--- src/spi_pins_pkg.sv ---
package spi_pins_pkg;

   // bus geometry
   localparam int APB_AW = 12;
   localparam int APB_DW = 32;
   localparam int REG_W  = 8;

   // register byte offsets
   localparam logic [APB_AW-1:0] CTL2_OFF = 12'h000;
   localparam logic [APB_AW-1:0] BAUD_OFF = 12'h004;
   localparam logic [APB_AW-1:0] CFG_OFF  = 12'h008;
   localparam logic [APB_AW-1:0] STAT_OFF = 12'h00C;
   localparam logic [APB_AW-1:0] MASK_OFF = 12'h010;

   // control-two field positions
   localparam int CTL2_FDE_BIT  = 4;
   localparam int CTL2_SWOE_BIT = 3;
   localparam int CTL2_WCS_BIT  = 1;
   localparam int CTL2_SWS_BIT  = 0;

   // baud-select field positions
   localparam int CODE_W        = 3;
   localparam int BAUD_PRE_LSB  = 4;
   localparam int BAUD_RATE_LSB = 0;

   // configuration and event field positions
   localparam int CFG_MASTER_BIT = 0;
   localparam int CFG_SELECT_OUTPUT_ENABLE_BIT   = 1;
   localparam int STAT_MODE_FAULT_FLAG_BIT  = 0;

   // reset values
   localparam logic [REG_W-1:0] CTL2_RST = 8'h00;
   localparam logic [REG_W-1:0] BAUD_RST = 8'h00;
   localparam logic [REG_W-1:0] CFG_RST  = 8'h00;
   localparam logic [REG_W-1:0] BYTE_ZERO = 8'h00;
   localparam logic [APB_DW-1:0] WORD_ZERO = 32'h0000_0000;

   typedef struct packed {
      logic faultDetectEnable;
      logic singleWireOutputEnable;
      logic waitClockStop;
      logic singleWireSelect;
   } ctl2_t;

   typedef struct packed {
      logic [CODE_W-1:0] prescaleCode;
      logic [CODE_W-1:0] rateDivideCode;
   } baud_t;

   typedef struct packed {
      logic o;
      logic oe;
   } pinDrive_t;

   typedef enum {
      SS_SLAVE_IN,
      SS_PORT,
      SS_FAULT_IN,
      SS_AUTO_OUT
   } ssRole_t;

endpackage : spi_pins_pkg
--- src/spi_baud_gen.sv ---
module spi_baud_gen
   import spi_pins_pkg::*;
#(
   parameter int CodeW = CODE_W,
   parameter int HalfW = 7
) (
   input  wire logic             core_clk,
   input  wire logic             reset,
   input  wire logic             run,
   input  wire logic [CodeW-1:0] prescaleCode,
   input  wire logic [CodeW-1:0] rateDivideCode,
   output logic                  edgeTick,
   output logic                  bitTick
);

   // half of the power-of-two divider, minus one: 2^code - 1
   function automatic logic [HalfW-1:0] halfLimit(
      input logic [CodeW-1:0] code
   );
      logic [HalfW:0] one;
      one = {{HalfW{1'b0}}, 1'b1};
      halfLimit = HalfW'((one << code) - one);
   endfunction : halfLimit

   logic [CodeW-1:0] preCnt_q;
   logic [HalfW-1:0] halfCnt_q;
   logic             phase_q;
   logic             edgeTick_q;
   logic             bitTick_q;

   wire logic preWrap  = preCnt_q >= prescaleCode;
   wire logic halfWrap = preWrap && (halfCnt_q >= halfLimit(rateDivideCode));

   // prescaler: bus clock divided by code plus one [RULE14] [RULE15]
   // compares use >= so a smaller code written mid-count cannot overrun
   always_ff @(posedge core_clk) begin
      if (reset || !run) begin
         preCnt_q <= '0;
      end else if (preWrap) begin
         preCnt_q <= '0;
      end else begin
         preCnt_q <= CodeW'(preCnt_q + 1'b1);
      end
   end

   // divider: two halves of 2^code prescaler ticks each [RULE16] [RULE17]
   always_ff @(posedge core_clk) begin
      if (reset || !run) begin
         halfCnt_q <= '0;
         phase_q   <= 1'b0;
      end else if (halfWrap) begin
         halfCnt_q <= '0;
         phase_q   <= !phase_q;
      end else if (preWrap) begin
         halfCnt_q <= HalfW'(halfCnt_q + 1'b1);
      end
   end

   // registered pulses; one bit per prescale*rate bus cycles
   always_ff @(posedge core_clk) begin
      if (reset || !run) begin
         edgeTick_q <= 1'b0;
         bitTick_q  <= 1'b0;
      end else begin
         edgeTick_q <= halfWrap;
         bitTick_q  <= halfWrap && phase_q; // [RULE16]
      end
   end

   assign edgeTick = edgeTick_q;
   assign bitTick  = bitTick_q;

endmodule : spi_baud_gen

--- src/spi_pin_control.sv ---
// Summary of operation
// [RULE1] control-two bits 7,6,5,2 read zero; writes there are ignored
// [RULE2] slave mode: fault enable ignored, select pin is low-true input
// [RULE3] master, fault enable off: select pin released to port logic
// [RULE4] master, fault enable on: select pin owned by the interface
// [RULE5] select-output enable 0 means fault input, 1 means auto output
// [RULE6] master with fault input seeing select low sets mode fault
// [RULE7] single-wire off: separate data input and output pins
// [RULE8] single-wire on: master uses master-out pin, slave master-in
// [RULE9] single-wire master leaves master-in pin to port logic
// [RULE10] single-wire output enable: 0 receives, 1 drives the pin
// [RULE11] single-wire off: output enable bit has no effect
// [RULE12] wait-stop bit halts interface clocks during wait mode
// [RULE13] baud register readable and writable at any time
// [RULE14] prescaler input is bus clock, output feeds rate divider
// [RULE15] prescale code bits 6:4 divide by code plus one
// [RULE16] rate code bits 2:0 divide by two to the code plus one
// [RULE17] bit rate is bus clock over prescale times rate divisor
// [RULE18] implemented bits of both registers reset to zero
module spi_pin_control
   import spi_pins_pkg::*;
(
   input  wire logic              core_clk,
   input  wire logic              reset,
   // apb slave
   input  wire logic [APB_AW-1:0] paddr,
   input  wire logic              psel,
   input  wire logic              penable,
   input  wire logic              pwrite,
   input  wire logic [APB_DW-1:0] pwdata,
   input  wire logic [3:0]        pstrb,
   output logic      [APB_DW-1:0] prdata,
   output logic                   pready,
   output logic                   pslverr,
   output logic                   irq,
   // core side
   input  wire logic              waitMode,
   input  wire logic              xferActive,
   input  wire logic              shiftTxBit,
   output logic                   shiftRxBit,
   output logic                   clocksRun,
   output logic                   sckEdgeTick,
   output logic                   bitTick,
   output logic                   modeFaultFlag,
   output logic                   slaveSelected,
   output logic                   ssPortFree,
   output logic                   misoPortFree,
   // pins
   input  wire logic              ssIn,
   output logic                   ssOut,
   output logic                   select_output_enable,
   input  wire logic              mosiIn,
   output logic                   mosiOut,
   output logic                   mosiOe,
   input  wire logic              misoIn,
   output logic                   misoOut,
   output logic                   misoOe
);

   localparam int NPIN   = 3;
   localparam int PIN_SS = 0;
   localparam int PIN_MO = 1;
   localparam int PIN_MI = 2;

   // register state
   // cfg keeps the mode bits that control one would otherwise hold
   ctl2_t            ctl2_q;
   ctl2_t            ctl2_d;
   baud_t            baud_q;
   baud_t            baud_d;
   logic             master_q;
   logic             master_d;
   logic             select_output_enable_q;
   logic             select_output_enable_d;
   logic             faultStat_q;
   logic             faultStat_d;
   logic             faultMask_q;
   logic             faultMask_d;
   logic [APB_DW-1:0] rdata_q;
   logic [APB_DW-1:0] rdata_d;

   // pin sampling
   logic [NPIN-1:0]  sync1_q;
   logic [NPIN-1:0]  sync2_q;
   logic [NPIN-1:0]  sync3_q;
   logic [NPIN-1:0]  pinLvl_q;
   logic [NPIN-1:0]  pinLvl_d;

   // pin drives
   pinDrive_t        ssDrv_q;
   pinDrive_t        ssDrv_d;
   pinDrive_t        moDrv_q;
   pinDrive_t        moDrv_d;
   pinDrive_t        miDrv_q;
   pinDrive_t        miDrv_d;
   logic             rxBit_q;
   logic             rxBit_d;

   ssRole_t          ssRole;

   // apb decode; zero wait states, one word per register
   // pready is tied high, so every access phase ends at its first edge
   wire logic setupPh  = psel && !penable;
   wire logic accessPh = psel && penable;
   wire logic hitCtl2  = paddr == CTL2_OFF;
   wire logic hitBaud  = paddr == BAUD_OFF;
   wire logic hitCfg   = paddr == CFG_OFF;
   wire logic hitStat  = paddr == STAT_OFF;
   wire logic hitMask  = paddr == MASK_OFF;
   wire logic hitAny   = hitCtl2 || hitBaud || hitCfg || hitStat || hitMask;
   // only byte lane 0 holds register bits
   wire logic wrLane0  = accessPh && pwrite && hitAny && pstrb[0];
   wire logic [REG_W-1:0] wByte = pwdata[REG_W-1:0];

   // register images as read back; unimplemented bits read zero
   wire logic [REG_W-1:0] ctl2Img = {
      3'b000,
      ctl2_q.faultDetectEnable,
      ctl2_q.singleWireOutputEnable,
      1'b0,
      ctl2_q.waitClockStop,
      ctl2_q.singleWireSelect
   }; // [RULE1]
   wire logic [REG_W-1:0] baudImg = {
      1'b0, baud_q.prescaleCode, 1'b0, baud_q.rateDivideCode
   };
   wire logic [REG_W-1:0] cfgImg  = {6'b00_0000, select_output_enable_q, master_q};
   wire logic [REG_W-1:0] statImg = {7'b000_0000, faultStat_q};
   wire logic [REG_W-1:0] maskImg = {7'b000_0000, faultMask_q};

   wire logic [REG_W-1:0] rdByte =
      hitCtl2 ? ctl2Img :
      hitBaud ? baudImg :
      hitCfg  ? cfgImg  :
      hitStat ? statImg :
      hitMask ? maskImg : BYTE_ZERO;

   // select pin role from mode and fault enable
   // slave role comes first: there the fault enable means nothing
   wire logic fdeEff = master_q && ctl2_q.faultDetectEnable; // [RULE2]
   always_comb begin
      if (!master_q) begin
         ssRole = SS_SLAVE_IN; // [RULE2]
      end else if (!ctl2_q.faultDetectEnable) begin
         ssRole = SS_PORT; // [RULE3]
      end else if (!select_output_enable_q) begin
         ssRole = SS_FAULT_IN; // [RULE4] [RULE5]
      end else begin
         ssRole = SS_AUTO_OUT; // [RULE4] [RULE5]
      end
   end

   wire logic ssLow      = !pinLvl_q[PIN_SS];
   // level-sensitive: a held-low input keeps re-setting the flag
   wire logic faultEvent = (ssRole == SS_FAULT_IN) && ssLow; // [RULE6]
   wire logic singleWire = ctl2_q.singleWireSelect;
   // output enable only counts in single-wire mode
   wire logic swDrive    = singleWire && ctl2_q.singleWireOutputEnable;
   // [RULE11]

   // clocks stop only when wait-stop is set and wait mode is entered
   wire logic runClocks  = !(ctl2_q.waitClockStop && waitMode); // [RULE12]

   // register next state
   // bus writes first, hardware events last, so a set beats a clear
   always_comb begin
      ctl2_d      = ctl2_q;
      baud_d      = baud_q;
      master_d    = master_q;
      select_output_enable_d      = select_output_enable_q;
      faultMask_d = faultMask_q;
      faultStat_d = faultStat_q;
      if (wrLane0 && hitCtl2) begin
         // positions 7,6,5,2 have no storage
         ctl2_d.faultDetectEnable      = wByte[CTL2_FDE_BIT]; // [RULE1]
         ctl2_d.singleWireOutputEnable = wByte[CTL2_SWOE_BIT];
         ctl2_d.waitClockStop          = wByte[CTL2_WCS_BIT];
         ctl2_d.singleWireSelect       = wByte[CTL2_SWS_BIT];
      end
      if (wrLane0 && hitBaud) begin
         // no transfer interlock; the generator copes with new codes
         baud_d.prescaleCode   =
            wByte[BAUD_PRE_LSB +: CODE_W]; // [RULE13] [RULE15]
         baud_d.rateDivideCode =
            wByte[BAUD_RATE_LSB +: CODE_W]; // [RULE13] [RULE16]
      end
      if (wrLane0 && hitCfg) begin
         master_d = wByte[CFG_MASTER_BIT];
         select_output_enable_d   = wByte[CFG_SELECT_OUTPUT_ENABLE_BIT];
      end
      if (wrLane0 && hitMask) begin
         faultMask_d = wByte[STAT_MODE_FAULT_FLAG_BIT];
      end
      if (wrLane0 && hitStat && wByte[STAT_MODE_FAULT_FLAG_BIT]) begin
         faultStat_d = 1'b0;
      end
      // a fault in the clearing cycle is kept
      if (faultEvent) begin
         faultStat_d = 1'b1; // [RULE6]
      end
   end

   // read data captured in the setup phase, shown in the access phase
   assign rdata_d = setupPh ? {{(APB_DW-REG_W){1'b0}}, rdByte} : rdata_q;

   always_ff @(posedge core_clk) begin
      if (reset) begin
         ctl2_q      <= '{
            faultDetectEnable:      CTL2_RST[CTL2_FDE_BIT],
            singleWireOutputEnable: CTL2_RST[CTL2_SWOE_BIT],
            waitClockStop:          CTL2_RST[CTL2_WCS_BIT],
            singleWireSelect:       CTL2_RST[CTL2_SWS_BIT]
         }; // [RULE18]
         baud_q      <= '{
            prescaleCode:   BAUD_RST[BAUD_PRE_LSB +: CODE_W],
            rateDivideCode: BAUD_RST[BAUD_RATE_LSB +: CODE_W]
         }; // [RULE18]
         master_q    <= CFG_RST[CFG_MASTER_BIT];
         select_output_enable_q      <= CFG_RST[CFG_SELECT_OUTPUT_ENABLE_BIT];
         faultStat_q <= 1'b0;
         faultMask_q <= 1'b0;
         rdata_q     <= WORD_ZERO;
      end else begin
         ctl2_q      <= ctl2_d;
         baud_q      <= baud_d;
         master_q    <= master_d;
         select_output_enable_q      <= select_output_enable_d;
         faultStat_q <= faultStat_d;
         faultMask_q <= faultMask_d;
         rdata_q     <= rdata_d;
      end
   end

   // three-stage pin sampling; a change counts once stages 2 and 3 agree
   // select idles high so the reset value cannot fake a fault
   // filtered levels lag the pins by four edges
   wire logic [NPIN-1:0] stagesAgree = ~(sync2_q ^ sync3_q);
   assign pinLvl_d = (sync3_q  &  stagesAgree) |
                     (pinLvl_q & ~stagesAgree);

   always_ff @(posedge core_clk) begin
      if (reset) begin
         sync1_q  <= '1;
         sync2_q  <= '1;
         sync3_q  <= '1;
         pinLvl_q <= '1;
      end else begin
         sync1_q  <= {misoIn, mosiIn, ssIn};
         sync2_q  <= sync1_q;
         sync3_q  <= sync2_q;
         pinLvl_q <= pinLvl_d;
      end
   end

   // data pin steering
   // drives are registered so an enable never glitches on a pin
   always_comb begin
      moDrv_d = '{o: 1'b0, oe: 1'b0};
      miDrv_d = '{o: 1'b0, oe: 1'b0};
      rxBit_d = 1'b0;
      if (!singleWire) begin
         // two-wire: out on one pin, in on the other [RULE7]
         if (master_q) begin
            moDrv_d = '{o: shiftTxBit, oe: 1'b1};
            rxBit_d = pinLvl_q[PIN_MI];
         end else begin
            // slave drives its output only while selected
            miDrv_d = '{o: shiftTxBit, oe: ssLow};
            rxBit_d = pinLvl_q[PIN_MO];
         end
      end else if (master_q) begin
         // master-out pin shared; master-in left alone [RULE8] [RULE9]
         moDrv_d = '{o: shiftTxBit, oe: swDrive}; // [RULE10]
         rxBit_d = pinLvl_q[PIN_MO];
      end else begin
         // master-in pin shared in slave mode [RULE8]
         miDrv_d = '{o: shiftTxBit, oe: swDrive}; // [RULE10]
         rxBit_d = pinLvl_q[PIN_MI];
      end
   end

   // select pin drive: low while a transfer runs in auto mode [RULE5]
   // idles high so a released line agrees with the pull-up
   always_comb begin
      if (ssRole == SS_AUTO_OUT) begin
         ssDrv_d = '{o: !xferActive, oe: 1'b1};
      end else begin
         // input roles and port mode leave the driver off [RULE3]
         ssDrv_d = '{o: 1'b1, oe: 1'b0};
      end
   end

   always_ff @(posedge core_clk) begin
      if (reset) begin
         ssDrv_q <= '{o: 1'b1, oe: 1'b0};
         moDrv_q <= '{o: 1'b0, oe: 1'b0};
         miDrv_q <= '{o: 1'b0, oe: 1'b0};
         rxBit_q <= 1'b0;
      end else begin
         ssDrv_q <= ssDrv_d;
         moDrv_q <= moDrv_d;
         miDrv_q <= miDrv_d;
         rxBit_q <= rxBit_d;
      end
   end

   // bit clock generator, run only as a master with clocks enabled
   // halting clears its counters, so a restart begins a fresh bit
   spi_baud_gen #(
      .CodeW (CODE_W),
      .HalfW (7)
   ) u_baud (
      .core_clk       (core_clk),
      .reset          (reset),
      .run            (runClocks && master_q), // [RULE12] [RULE16]
      .prescaleCode   (baud_q.prescaleCode),  // [RULE14]
      .rateDivideCode (baud_q.rateDivideCode),
      .edgeTick       (sckEdgeTick),
      .bitTick        (bitTick)
   );

   // outputs
   // handshake and status are combinational, pin drives registered
   assign prdata        = rdata_q;
   assign pready        = 1'b1;
   assign pslverr       = accessPh && !hitAny; // unmapped address
   assign irq           = faultStat_q && faultMask_q;
   assign modeFaultFlag = faultStat_q;
   assign clocksRun     = runClocks; // [RULE12]
   // slave select seen only in slave role [RULE2]
   assign slaveSelected = !master_q && ssLow;
   assign ssPortFree    = (ssRole == SS_PORT) && !fdeEff; // [RULE3]
   assign misoPortFree  = master_q && singleWire; // [RULE9]
   assign shiftRxBit    = rxBit_q;
   assign ssOut         = ssDrv_q.o;
   assign select_output_enable          = ssDrv_q.oe;
   assign mosiOut       = moDrv_q.o;
   assign mosiOe        = moDrv_q.oe;
   assign misoOut       = miDrv_q.o;
   assign misoOe        = miDrv_q.oe;

endmodule : spi_pin_control

--- config.mk ---
export PLATFORM = sky130hd
export DESIGN_NAME = spi_pin_control
export DESIGN_NICKNAME = d
export VERILOG_FILES = /design/src/spi_pins_pkg.sv /design/src/spi_baud_gen.sv /design/src/spi_pin_control.sv
export SDC_FILE = /design/constraint.sdc
export NUM_CORES = 1
export LEC_CHECK = 0
export BUFFER_PORTS_ARGS = -buffer_cell sky130_fd_sc_hd__clkbuf_2
export CAP_MARGIN = 30
export CELL_PAD_IN_SITES_DETAIL_PLACEMENT = 0
export CELL_PAD_IN_SITES_GLOBAL_PLACEMENT = 1
export CORE_MARGIN = 3
export CORE_UTILIZATION = 37
export DETAILED_ROUTE_END_ITERATION = 10
export GPL_TIMING_DRIVEN = 0
export PLACE_DENSITY = 0.92
export SLEW_MARGIN = 20
export SYNTH_ARGS = -nofsm -noshare
export SYNTH_HDL_FRONTEND = slang
export SYNTH_SLANG_ARGS = --single-unit
--- constraint.sdc ---
create_clock -name core_clk -period 3.4 [get_ports core_clk]
set_clock_uncertainty 0.15 [all_clocks]
set_input_delay 0.85 -clock core_clk [delete_from_list [all_inputs] [get_ports core_clk]]
set_output_delay 0.85 -clock core_clk [all_outputs]
set_load 0.005 [all_outputs]
## After elaboration in Yosys (flattened, before gate mapping)

Index checks and enable logic that the tools add are counted.

| storage, ports and cells | value |
|---|---|
| input port bits | 59 |
| bits in latches | 0 |
| memory bits (writable) | 0 |
| memories | 0 |
| bits in read-only memories | 0 |
| flip-flop bits (word level) | 54 |

| cells by class | value |
|---|---|
| shifts and indexed selects | 1 |
| bitwise operators | 7 |
| divide/modulo/power cells | 0 |
| reduce and logical (&&, ||, !) cells | 42 |
| muxes and demuxes | 20 |
| add/sub/neg operators | 3 |
| multiply operators | 0 |
| $lt $le $gt $ge | 2 |
| equality and inequality tests | 7 |

Operators by type and width:

| cell | count |
|---|---|
| $eq A32 B3 Y1 const B | 2 |
| $eq A32 B2 Y1 const B | 1 |
| $eq A12 B4 Y1 const B | 2 |
| $logic_and A1 B1 Y1 | 23 |
| $mux W2 | 9 |
| $mux W7 | 2 |
| $eq A12 B3 Y1 const B | 1 |
| $eq A12 B5 Y1 const B | 1 |
| $logic_not A12 Y1 | 1 |
| $logic_not A1 Y1 | 9 |
| $mux W1 | 9 |
| $add A7 B1 Y7 const B | 1 |
| $ge A7 B7 Y1 | 1 |
| $shl A1 B3 Y7 const A | 1 |
| $sub A7 B1 Y7 const B | 1 |
| $and A3 B3 Y3 | 2 |
| $not A3 Y3 | 2 |
| $reduce_or A2 Y1 | 3 |
| $logic_or A1 B1 Y1 | 5 |
| $add A3 B1 Y3 const B | 1 |
| $ge A3 B3 Y1 | 1 |
| $or A3 B3 Y3 | 1 |
| $xor A3 B3 Y3 | 1 |
| $reduce_bool A2 Y1 | 1 |
| $not A1 Y1 | 1 |

## Longest topological paths before layout

Gate-level depths: netlist of the first run.

| logic depth | value |
|---|---|
| depth in word-level cells | 11 |
| gate-level depth with buffers | 9 |
| mapped depth without buffers | 8 |

## Cells and area by module

Synthesis of the first run repeated with hierarchy kept, for this count alone.

| second synthesis, totals | value |
|---|---|
| cells, all modules | 300 |
| area, all modules | 2720.1 um^2 |

Modules (own cells, without submodules):

| module | cells an instance | times used | seq. area each (um^2) | area an instance (um^2) |
|---|---|---|---|---|
| spi_pin_control | 213 | 1 | 800.8 | 1905.6 |
| spi_baud_gen | 87 | 1 | 260.2 | 814.5 |

## Least setup slack after synthesis of the first run

Ideal clock, no wire load.

| timing path | value |
|---|---|
| path kind | input -> output |
| start point | input port paddr[5] |
| end point | output port pslverr |
| buffers on the path | 0 |
| data required time | 2.400 ns |
| path slack | 0.935 ns |
| arrival | 1.465 ns |
| cell stages on the path | 3 |
| path through | nor3_2 -> and3_2 -> a21oi_1 |

| between the ends | value |
|---|---|
| longest elaborated chain between the ends | 7 |

Ends and longest elaborated chain:

| item | line | RTL |
|---|---|---|
| start: declaration | spi_pin_control.sv:26 | `input wire logic [APB_AW-1:0] paddr,` |
| $eq A12 B3 Y1 or $logic_not A12 Y1 (tied branches) | spi_pin_control.sv:106, spi_pin_control.sv:105 |  |
| $logic_or A1 B1 Y1 (3 in a row) | spi_pin_control.sv:110 | `wire logic hitAny = hitCtl2 \|\| hitBaud \|\| hitCfg \|\| hitStat \|\| hitMask;` |
| $logic_or A1 B1 Y1 (*) | spi_pin_control.sv:110 |  |
| $logic_not A1 Y1 (*) | spi_pin_control.sv:326 | `assign pslverr = accessPh && !hitAny;` |
| $logic_and A1 B1 Y1 (*) | spi_pin_control.sv:326 |  |
| end: declaration | spi_pin_control.sv:34 | `output logic pslverr,` |

Mark *: on every way between the ends. The rest lies on a longest branch, timed or not.

## Final worst setup path of the first run

Same ends and word-level chain as after synthesis.

==> impl_results.md, run 1 <==
- Status: finished clean
- Worst-Margin Slew: 524.9 ps
- Max-cap viol count: 0
- Crit path buffers/inverters: 2
- Initial antenna violation count: 0
- Finished Cell Area: 0.003159 sq mm
- Type of the most critical hold path: reg -> reg
- Worst VDD drop: 0.2774 mV
- Main combinational cell family by area after synthesis: simple AND/OR/NAND/NOR gates
- TritonCTS Buffers: 5
- Synth Area in Simple Gates: 0.2471
- Die H: 89.71 microns
- Adder-cell share of the synthesized area: 0.05792
- Layout cells sized above 1: 0.3060
- Delay-heaviest family, CP: simple AND/OR/NAND/NOR gates
- Final hold vios: 0
- Fin crit share: 0.8162
- Post-CTS Resized: 0
- Post-synth top area cell: dfxtp_1
- Final worst slack: 624.9 ps
- Die W: 89.71 microns
- Setup TNS: 0 ps
- Minimum clock period: 2775 ps
- I/O Pins: 108
- Hold Buf Count CTS: 0
- Worst path arrival time: 1780 ps
- Sw Pwr: 0.0002519 W
- Max stage delay on crit path: 360 ps
- Yosys reg bits: 53
- LEAKAGE: 1.497 nW
- CTS sink cnt: 53
- Via/cell ratio: 4.466
- Synth-to-layout area growth: 21.86%
- Synthesized instance count: 283
- ANT nets after route: 0
- Routed wl met2: 2679 microns
- CTS tree: done
- RSZ-0062 raised after global routing: false
- CP cell instances: clkbuf_2, nor3_2, and3_2, a21oi_1, clkbuf_2
- IO Port Bufs: 51
- Clk buf depth: 2
- Final setup viols: 0
- Worst setup SP type: input port
- Post-DP HPWL: 4317 microns
- Placed inst area: 0.003054 sq mm
- Tot GR Track Use: 0.1338
- H-tree Lvls: 2
- Clock-pin slew on the worst setup and hold paths: 90 ps
- Largest net degree at the start of global routing: 17
- Worst setup EP type: primary output
- Row count: 29
- Max FO, Critical Path: 5
- Worst slack, placed: 616.3 ps
- Global route overflow: 0
- Switching Fraction: 0.2269
- Req. time, crit path: 2400 ps
- XOR/XNOR share of the synthesized area: 0.02703
- Starting DRC count in detailed routing: 73
- Netlist Area Pre-Place: 0.002592 sq mm
- Post-synthesis sequential area ratio: 0.4093
- Die ar.: 0.008047 sq mm
- Synth async-reset ratio: 0
- Skew-Pair Late Insertion Delay: 300 ps
- Vias in the first global route: 1904
- Wire length on met1: 2514 microns
- Core Footprint: 0.006568 sq mm
- Slew HR: 0.6501
- Synth unique cells: 48
- Pins Over Slew Limit: 0
- Internal cell power: 0.0008583 W
- Compound-Gate Fraction of Synth Area: 0.1018
- Drt total wl: 5471 microns
- Crit-path most repeated cell: clkbuf_2
- Residual DRC: 0
- Postcts setup bufs: 0
- EDFF count, synth: 0
- Avg Cell Area, Syn: 9.161 sq um
- Starting Density: 0.3947
- Vias: 2050
- Sequential fraction of design power: 0.566
- First-pass GRT wire length: 9018 microns
- WL per Instance: 11.92 microns
- Fmax: 360.3 MHz
- Routability-driven placement congestion ratio: 0.8495
- Final Hold Slack: 267.4 ps
- Area share of the largest cell type after synthesis: 0.4093
- Pwr/cell area: 351.4 mW/mm^2
- Number of synthesis warnings: 0
- Uppermost layer routed: met4
- Combinational share of power: 0.079
- Slowest cell on crit path: nor3_2
- # diodes: 0
- Largest cells by area after synthesis: dfxtp_1 41%, buf_4 7.8%, ha_1 5.8%, nor2_1 5.4%, mux2i_1 5.0%
- # fillers: 650
- Met3 WL: 233 microns
- CTS root buf: clkbuf_8
- Top_reg_cell synth: dfxtp_1
- Nets: 436
- Clk pwr share: 0.355
- Setup CP Type: in -> out
- DR pass1 iterations: 4
- Mux cell area share after synthesis: 0.05454
==> cell type report <==
class	count	area [sq um]	share of cell area
inverters	7	26.28	0.008317
clock inverters	1	8.758	0.002772
repair buffers	51	255.2	0.08079
clock buffers	7	96.34	0.03050
plain buffers	34	231.5	0.07327
well taps	93	116.4	0.03683
multi-input cells	213	1364	0.4317
flip-flops and latches	53	1061	0.3358
==> cell usage in the layout (no fill, tap or decap), drive strengths merged, types with 3 or more instances in the layout <==
cell type  synthesis  layout
nor2b              6       6
nor2              37      37
mux2i             13      13
o21bai             3       3
buf               29      29
a32oi              4       4
o21ai             12      12
and2               4       4
nand3              5       5
nor3               4       4
ha                12      12
nand2             21      21
nand4              5       5
or2               10      10
a21oi             17      17
conb               2      26
and3               5       5
xor2               4       4
inv                7       8
a22o               3       3
nand2b             3       3
dfxtp             53      53
clkbuf             5      63
xnor2              4       4
==> cells by family after synthesis <==
logic type,count (synthesis)
multiplexers,14
other,2
AO/OA/AOI/OAI,43
adder cells (fa/ha/maj),12
AND/OR/NAND/NOR,110
flip-flops,53
XOR/XNOR,8
buffers and inverters,41
==> power by group through the flow <==
stage	sequential (W)	combinational, W	clock [W]
global route	0.000629	0.0000975	0.000435
global placement	0.000642	0.0000858	0
floorplan	0.000642	0.0000537	0
finish	0.000628	0.0000878	0.000394
CTS	0.000628	0.0000870	0.000403
detailed placement	0.000643	0.0000867	0
==> per-stage QoR <==
step                      cells  utilization  power [W]
after floorplan             307            -  0.0006959
after global placement      451       0.4650  0.0007281
after detailed placement    451       0.4650  0.0007292
after CTS                   459       0.4810   0.001118
after global routing        459       0.4810   0.001162
final                       459       0.4810   0.001110
==> cell usage after synthesis, types with 5 or more instances <==
library cell and count:
o21ai_0 10, inv_1 7, nor2b_1 5, mux2i_1 13
nand2_1 21, ha_1 12, or2_2 10, clkbuf_1 5
nor2_1 37, a21oi_1 17, buf_4 27, dfxtp_1 53
==> worst reg2reg max path, delay by kind of cell (launching register included) <==
kind | cells | cell delay [ps]
adders and majority gates | 1 | 320
DFF | 1 | 320
buffers and inverters | 1 | 280
and+or+nand+nor | 2 | 190
AOI/OAI and AO/OA | 4 | 960
==> state kept, by name (all words and copies together), names as in the netlist, 3 cells and up, named ones only <==
name / flops
u_baud.halfCnt_q: 7
ctl2Img: 3
baudImg: 6
sync3_q: 3
prdata: 7
sync1_q: 3
sync2_q: 3
u_baud.preCnt_q: 3
==> routing by layer <==
| metal | GRT usage | up-vias |
|---|---|---|
| li1 | - | 1072 |
| met1 | 0.1675 | 928 |
| met2 | 0.2312 | 45 |
| met3 | 0.03172 | 5 |
| met4 | 0.03448 | 0 |
| met5 | 0 | - |
==> path summary, 6_finish.rpt <==
path	endpoint	from	slack, ps	depth (start not counted)
min	sync2_q[1]	sync1_q[1]	270	1
max reg2reg	u_baud.halfCnt_q[1]	baudImg[2]	1100	8
max	pslverr	paddr[5]	620	5
min reg2reg	sync2_q[1]	sync1_q[1]	270	1
Note: power is estimated with default switching activity, not from simulation.
==> inputs of run 2 (changes only) <==
--- a/config.mk
+++ b/config.mk
@@ -10,10 +10,10 @@
 export CELL_PAD_IN_SITES_DETAIL_PLACEMENT = 0
 export CELL_PAD_IN_SITES_GLOBAL_PLACEMENT = 1
 export CORE_MARGIN = 3
-export CORE_UTILIZATION = 37
+export CORE_UTILIZATION = 35
 export DETAILED_ROUTE_END_ITERATION = 10
 export GPL_TIMING_DRIVEN = 0
-export PLACE_DENSITY = 0.92
+export PLACE_DENSITY = 0.88
 export SLEW_MARGIN = 20
 export SYNTH_ARGS = -nofsm -noshare
 export SYNTH_HDL_FRONTEND = slang
==> constraint.sdc (replaced) <==
create_clock -name core_clk -period 2.7 [get_ports core_clk]
set_clock_uncertainty 0.15 [all_clocks]
set_input_delay 0.675 -clock core_clk [delete_from_list [all_inputs] [get_ports core_clk]]
set_output_delay 0.675 -clock core_clk [all_outputs]
set_load 0.005 [all_outputs]
==> run 2 against run 1 <==
Against the previous run: worst hold slack better by 1.5 ps; sequential share of layout area is 0.066 points lower; via count is 1.3% higher; critical endpoint unchanged; routed wire length is 0.27% higher; cell count is 0.44% higher.
==> impl_results.md, run 2 (synthesis gave the netlist of run 1 again) <==
- Status: finished clean (unchanged)
- Row count: 30 (was 29)
- Worst Hold Depth: 1 (unchanged)
- Routability-driven placement congestion ratio: 0.8684 (was 0.8495)
- Via/cell ratio: 4.505 (was 4.466)
- Core Footprint: 0.006982 sq mm (was 0.006568 sq mm)
- Postcts setup bufs: 0 (unchanged)
- Setup TNS: 0 ps (unchanged)
- Worst setup SP type: input port (unchanged)
- IO Port Bufs: 51 (unchanged)
- Req. time, crit path: 1880 ps (was 2400 ps)
- Initial antenna violation count: 0 (unchanged)
- Worst-Margin Slew: 530.4 ps (was 524.9 ps)
- Max-cap viol count: 0 (unchanged)
- Vias: 2077 (was 2050)
- DR pass1 iterations: 4 (unchanged)
- Post-CTS Resized: 0 (unchanged)
- Post-layout util: 0.4534 (was 0.4810)
- Layout cells sized above 1: 0.3041 (was 0.3060)
- Worst path arrival time: 1590 ps (was 1780 ps)
- Finished Cell Area: 0.003166 sq mm (was 0.003159 sq mm)
- CTS root buf: clkbuf_8 (unchanged)
- R2R depth: 9 (was 8)
- Internal cell power: 0.001118 W (was 0.0008583 W)
- Clock-pin slew on the worst setup and hold paths: 100 ps (was 90 ps)
- ANT nets after route: 0 (unchanged)
- FF+latch area: 0.001061 sq mm (unchanged)
- Hold path start: sync1_q[0] (was sync1_q[1])
- Largest net degree at the start of global routing: 17 (unchanged)
- Switching Fraction: 0.2193 (was 0.2269)
- Fmax: 414.9 MHz
- Fin crit share: 0.8927
- RSZ-0062 raised after global routing: false (unchanged)
- CTS sink cnt: 53 (unchanged)
- Max FO, Critical Path: 5 (unchanged)
- Worst Setup SP: paddr[5] (unchanged)
- LEAKAGE: 1.497 nW (about the same)
- # fillers: 733 (was 650)
- Residual DRC: 0 (unchanged)
- Worst setup EP type: primary output (unchanged)
- Skew-Pair Late Insertion Delay: 310 ps (was 300 ps)
- Multi-input combinational cell area: 0.001364 sq mm (unchanged)
- FF-to-FF setup slack: 400 ps (was 1100 ps)
- Global route overflow: 0 (unchanged)
- Starting DRC count in detailed routing: 69 (was 73)
- Reg2reg end: u_baud.halfCnt_q[2] (was u_baud.halfCnt_q[1])
- Post-DP HPWL: 4384 microns (was 4317 microns)
- Placed inst area: 0.003058 sq mm (was 0.003054 sq mm)
- Final hold vios: 0 (unchanged)
- CTS tree: done (unchanged)
- Tot GR Track Use: 0.1338 (about the same)
- Drt total wl: 5486 microns (was 5471 microns)
- Type of the most critical hold path: reg -> reg (unchanged)
- Nets: 436 (unchanged)
- Sequential fraction of design power: 0.552 (was 0.566)
- H-tree Lvls: 2 (unchanged)
- Combinational share of power: 0.077 (was 0.079)
- Vias in the first global route: 2050 (was 1904)
- I/O Pins: 108 (unchanged)
- TritonCTS Buffers: 5 (unchanged)
- Synth-to-layout area growth: 22.10% (was 21.86%)
- Worst VDD drop: 0.2539 mV (was 0.2774 mV)
- Starting Density: 0.3713 (was 0.3947)
- Pins Over Slew Limit: 0 (unchanged)
- Sw Pwr: 0.0003141 W (was 0.0002519 W)
- Final setup viols: 0 (unchanged)
- Clk pwr share: 0.371 (was 0.355)
- Slew HR: 0.6440 (was 0.6501)
- WL per Instance: 11.90 microns (was 11.92 microns)
- Most frequent cells in the layout: 53 x dfxtp_1, 51 x clkbuf_2, 37 x nor2_1 (unchanged)
- Commonest non-fill, non-tap cell in the layout: dfxtp_1 (unchanged)
- Hold Buf Count CTS: 0 (unchanged)
- Pwr/cell area: 452.5 mW/mm^2 (was 351.4 mW/mm^2)
- R2R Path Start: baudImg[2] (unchanged)
- Hold Crit Endpoint: sync2_q[0] (was sync2_q[1])
- Die H: 92.07 microns (was 89.71 microns)
- # diodes: 0 (unchanged)
- Setup CP Type: in -> out (unchanged)
- Clk buf depth: 2 (unchanged)
- First-pass GRT wire length: 9177 microns (was 9018 microns)
- Die W: 92.07 microns (was 89.71 microns)
- Die ar.: 0.008476 sq mm (was 0.008047 sq mm)
- Minimum clock period: 2410 ps
==> run 2: cell count changes in the layout (fill, tap and decap cells not counted) <==
cell and delta:
clkbuf_8 -2, bufinv_16 +1
==> run 2: worst max-delay path: stages <==
cell,delay [ps]
clkbuf_2,90
nor3_2,370
and3_2,280
a21oi_1,70
clkbuf_2,110
==> run 2: per-layer routing <==
metal | GRT usage | vias to the layer above | part of all wire | wire (microns)
met5 | 0 | - | 0 | 0
met4 | 0.05198 | 0 | 0.010 | 57
met3 | 0.02871 | 5 | 0.051 | 281
met2 | 0.2360 | 50 | 0.49 | 2700
met1 | 0.1574 | 951 | 0.45 | 2446
li1 | - | 1071 | - | -
==> run 2: power groups by stage <==
stage	combinational, W	sequential [W]	clock (W)
global placement	0.000108	0.000809	0
detailed placement	0.000109	0.000809	0
global route	0.000123	0.000792	0.000571
CTS	0.000109	0.000791	0.000550
floorplan	0.0000676	0.000809	0
finish	0.000110	0.000791	0.000531
==> run 2: worst max path at each step <==
stage | endpoint | slack [ps] | cells past startpoint
after floorplan | pslverr | 580 | 3
final | pslverr | 290 | 5
after global placement | pslverr | 290 | 5
after detailed placement | pslverr | 290 | 5
after global routing | u_baud.halfCnt_q[2] | 160 | 8
after CTS | pslverr | 280 | 5
==> run 2: final cells by class <==
class                   instances  share of cell area
inverters                       7            0.008300
multi-input cells             213              0.4308
well taps                      96             0.03794
flip-flops and latches         53              0.3352
clock buffers                   5             0.02174
repair buffers                 51             0.08063
plain buffers                  34             0.07312
clock inverters                 2             0.01225
==> run 2: per-stage QoR <==
| step | total power [W] | worst slack [ps] | hold WS (ps) | cells |
|---|---|---|---|---|
| floorplan | 0.0008763 | 584.5 | 239.5 | 307 |
| global placement | 0.0009170 | 290.3 | 241.5 | 454 |
| detailed placement | 0.0009178 | 286.6 | 250.0 | 454 |
| CTS | 0.001450 | 284.6 | 273.6 | 461 |
| global route | 0.001485 | 164.9 | 279.0 | 461 |
| finish | 0.001432 | 289.6 | 268.9 | 461 |
==> inputs of run 3 (changes only) <==
--- a/config.mk
+++ b/config.mk
@@ -5,15 +5,15 @@
 export SDC_FILE = /design/constraint.sdc
 export NUM_CORES = 1
 export LEC_CHECK = 0
-export BUFFER_PORTS_ARGS = -buffer_cell sky130_fd_sc_hd__clkbuf_2
 export CAP_MARGIN = 30
 export CELL_PAD_IN_SITES_DETAIL_PLACEMENT = 0
 export CELL_PAD_IN_SITES_GLOBAL_PLACEMENT = 1
 export CORE_MARGIN = 3
-export CORE_UTILIZATION = 35
+export CORE_UTILIZATION = 45
 export DETAILED_ROUTE_END_ITERATION = 10
+export DONT_BUFFER_PORTS = 1
 export GPL_TIMING_DRIVEN = 0
-export PLACE_DENSITY = 0.88
+export PLACE_DENSITY = 0.86
 export SLEW_MARGIN = 20
 export SYNTH_ARGS = -nofsm -noshare
 export SYNTH_HDL_FRONTEND = slang
==> run 3 against run 2 <==
Against the previous run: routed wire length shrank 6.0%; cell count shrank 16%; sequential power is essentially flat; setup slack gained 52 ps; maximum frequency grew 2.2%; via count shrank 11%; non-clock buffer count shrank 51; critical endpoint is now u_baud.halfCnt_q[3]; clock-buffer cell count grew 1; die area shrank 21%; sequential share of layout area grew 3.4 points; worst hold slack gained 4.2 ps; sequential cell count is the same.
==> impl_results.md, run 3 (synthesis gave the netlist of run 1 again) <==
- Most frequent cells in the layout: 53 x dfxtp_1, 37 x nor2_1, 27 x buf_4 (was 53 x dfxtp_1, 51 x clkbuf_2, 37 x nor2_1)
- Sequential fraction of design power: 0.587 (was 0.552)
- R2R Path Start: baudImg[2] (unchanged)
- Clock-pin slew on the worst setup and hold paths: 90 ps (was 100 ps)
- Status: finished clean (unchanged)
- Worst setup EP type: flip-flop (was primary output)
- Max stage delay on crit path: 500 ps (was 370 ps)
- ANT nets after route: 0 (unchanged)
- Fmax: 424.0 MHz (was 414.9 MHz)
- H-tree Lvls: 2 (unchanged)
- Final setup viols: 0 (unchanged)
- Internal cell power: 0.001041 W (was 0.001118 W)
- CTS root buf: clkbuf_8 (unchanged)
- Die W: 81.90 microns (was 92.07 microns)
- Sw Pwr: 0.0003064 W (was 0.0003141 W)
- Minimum clock period: 2359 ps (was 2410 ps)
- I/O Pins: 108 (unchanged)
- Hold path start: sync1_q[1] (was sync1_q[0])
- Residual DRC: 0 (unchanged)
- Tot GR Track Use: 0.1671 (was 0.1338)
- Routability-driven placement congestion ratio: 0.7726 (was 0.8684)
- Vias in the first global route: 1750 (was 2050)
- Die H: 81.90 microns (was 92.07 microns)
- Nets: 385 (was 436)
- Postcts setup bufs: 0 (unchanged)
- Setup TNS: 0 ps (unchanged)
- Die ar.: 0.006708 sq mm (was 0.008476 sq mm)
- Pwr/cell area: 469.2 mW/mm^2 (was 452.5 mW/mm^2)
- Reg2reg end: u_baud.halfCnt_q[3] (was u_baud.halfCnt_q[2])
- Fin crit share: 0.8735 (was 0.8927)
- Max-cap viol count: 0 (unchanged)
- First-pass GRT wire length: 8542 microns (was 9177 microns)
- Req. time, crit path: 2730 ps (was 1880 ps)
- Drt total wl: 5155 microns (was 5486 microns)
- Initial antenna violation count: 0 (unchanged)
- Setup CP Type: reg -> reg (was in -> out)
- Final Hold Slack: 273.1 ps (was 268.9 ps)
- # diodes: 0 (unchanged)
- Worst setup SP type: flip-flop (was input port)
- Hold Buf Count CTS: 0 (unchanged)
- Layout cells sized above 1: 0.1937 (was 0.3041)
- Worst-Margin Slew: 537.4 ps (was 530.4 ps)
- DR pass1 iterations: 4 (unchanged)
- Clk buf depth: 2 (unchanged)
- Synth-to-layout area growth: 10.81% (was 22.10%)
- FF-to-FF setup slack: 340 ps (was 400 ps)
- Commonest non-fill, non-tap cell in the layout: dfxtp_1 (unchanged)
- Worst path arrival time: 2390 ps (was 1590 ps)
- Starting DRC count in detailed routing: 43 (was 69)
- Largest net degree at the start of global routing: 18 (was 17)
- Final hold vios: 0 (unchanged)
- RSZ-0062 raised after global routing: false (unchanged)
- Switching Fraction: 0.2273 (was 0.2193)
- Starting Density: 0.4679 (was 0.3713)
- CTS tree: done (unchanged)
- Delay-heaviest family, CP: compound AO/OA/AOI/OAI gates (was simple AND/OR/NAND/NOR gates)
- Worst Hold Depth: 1 (unchanged)
- Type of the most critical hold path: reg -> reg (unchanged)
- Worst VDD drop: 0.3491 mV (was 0.2539 mV)
- TritonCTS Buffers: 5 (unchanged)
- Row count: 27 (was 30)
- Post-DP HPWL: 4118 microns (was 4384 microns)
- LEAKAGE: 1.274 nW (was 1.497 nW)
- IO Port Bufs: 0 (was 51)
- Max FO, Critical Path: 8 (was 5)
- WL per Instance: 13.32 microns (was 11.90 microns)
- Clk pwr share: 0.356 (was 0.371)
- Crit path buffers/inverters: 1 (was 2)
- Via/cell ratio: 4.762 (was 4.505)
- # fillers: 556 (was 733)
- Core Footprint: 0.005540 sq mm (was 0.006982 sq mm)
- CP cell instances: clkbuf_1, nor2_1, nand2_1, ha_1, nor2b_1, o21ai_0, a41oi_1, o21ai_1, nor2_1 (was clkbuf_2, nor3_2, and3_2, a21oi_1, clkbuf_2)
- Multi-input combinational cell area: 0.001364 sq mm (unchanged)
- Slowest cell on crit path: o21ai_1 (was nor3_2)
- Hold Crit Endpoint: sync2_q[1] (was sync2_q[0])
- Combinational share of power: 0.057 (was 0.077)
- Crit-path most repeated cell: nor2_1 (was clkbuf_2)
- Vias: 1843 (was 2077)
- Post-CTS Resized: 0 (unchanged)
- CTS sink cnt: 53 (unchanged)
- Skew-Pair Late Insertion Delay: 310 ps (about the same)
- Slew HR: 0.6393 (was 0.6440)
- FF+latch area: 0.001061 sq mm (unchanged)
- Pins Over Slew Limit: 0 (unchanged)
- R2R depth: 9 (unchanged)
- Global route overflow: 0 (unchanged)
==> run 3: cell types whose count changed in the layout (fill, tap and decap cells not counted), sizes merged <==
cell | before | now
clkbuf | 61 | 11
clkinv | 0 | 1
bufinv | 1 | 0
==> run 3: per-stage QoR <==
step / setup slack [ps] / power [W] / instances / instance area, sq um / utilization
floorplan: 584.5 / 0.0008763 / 307 / 2683 / -
global placement: 425.3 / 0.0008850 / 379 / 2773 / 0.5005
detailed placement: 337.5 / 0.0008854 / 379 / 2773 / 0.5005
CTS: 303.0 / 0.001363 / 387 / 2873 / 0.5185
global route: 61.34 / 0.001411 / 387 / 2873 / 0.5185
finish: 341.4 / 0.001348 / 387 / 2873 / 0.5185
==> run 3: worst max-delay path by stage <==
stage / start / end / slack [ps] / cells past startpoint
final: baudImg[2] / u_baud.halfCnt_q[3] / 340 / 9
after global routing: baudImg[2] / u_baud.halfCnt_q[3] / 60 / 9
after CTS: baudImg[2] / u_baud.halfCnt_q[3] / 300 / 9
after detailed placement: baudImg[2] / u_baud.halfCnt_q[3] / 340 / 9
after global placement: baudImg[2] / u_baud.halfCnt_q[6] / 430 / 9
after floorplan: paddr[5] / pslverr / 580 / 3
==> run 3: area by class of cell <==
type                            count  area share
Multi-Input combinational cell    213      0.4747
Sequential cell                    53      0.3693
Buffer                             34     0.08057
Tap cell                           72     0.03136
Clock buffer                        6     0.02875
Inverter                            7    0.009146
Clock inverter                      2    0.006098
==> run 3: metal layers <==
| metal | vias up | GRT usage | part of all wire |
|---|---|---|---|
| li1 | 972 | - | - |
| met1 | 822 | 0.2074 | 0.43 |
| met2 | 41 | 0.2771 | 0.49 |
| met3 | 8 | 0.04715 | 0.061 |
| met4 | 0 | 0.05648 | 0.015 |
| met5 | - | 0 | 0 |
==> run 3: power groups by stage <==
stage / logic, W / registers (W) / clock network [W]
floorplan: 0.0000676 / 0.000809 / 0
global placement: 0.0000754 / 0.000810 / 0
detailed placement: 0.0000756 / 0.000810 / 0
CTS: 0.0000757 / 0.000792 / 0.000495
global route: 0.0000876 / 0.000793 / 0.000531
finish: 0.0000771 / 0.000791 / 0.000479
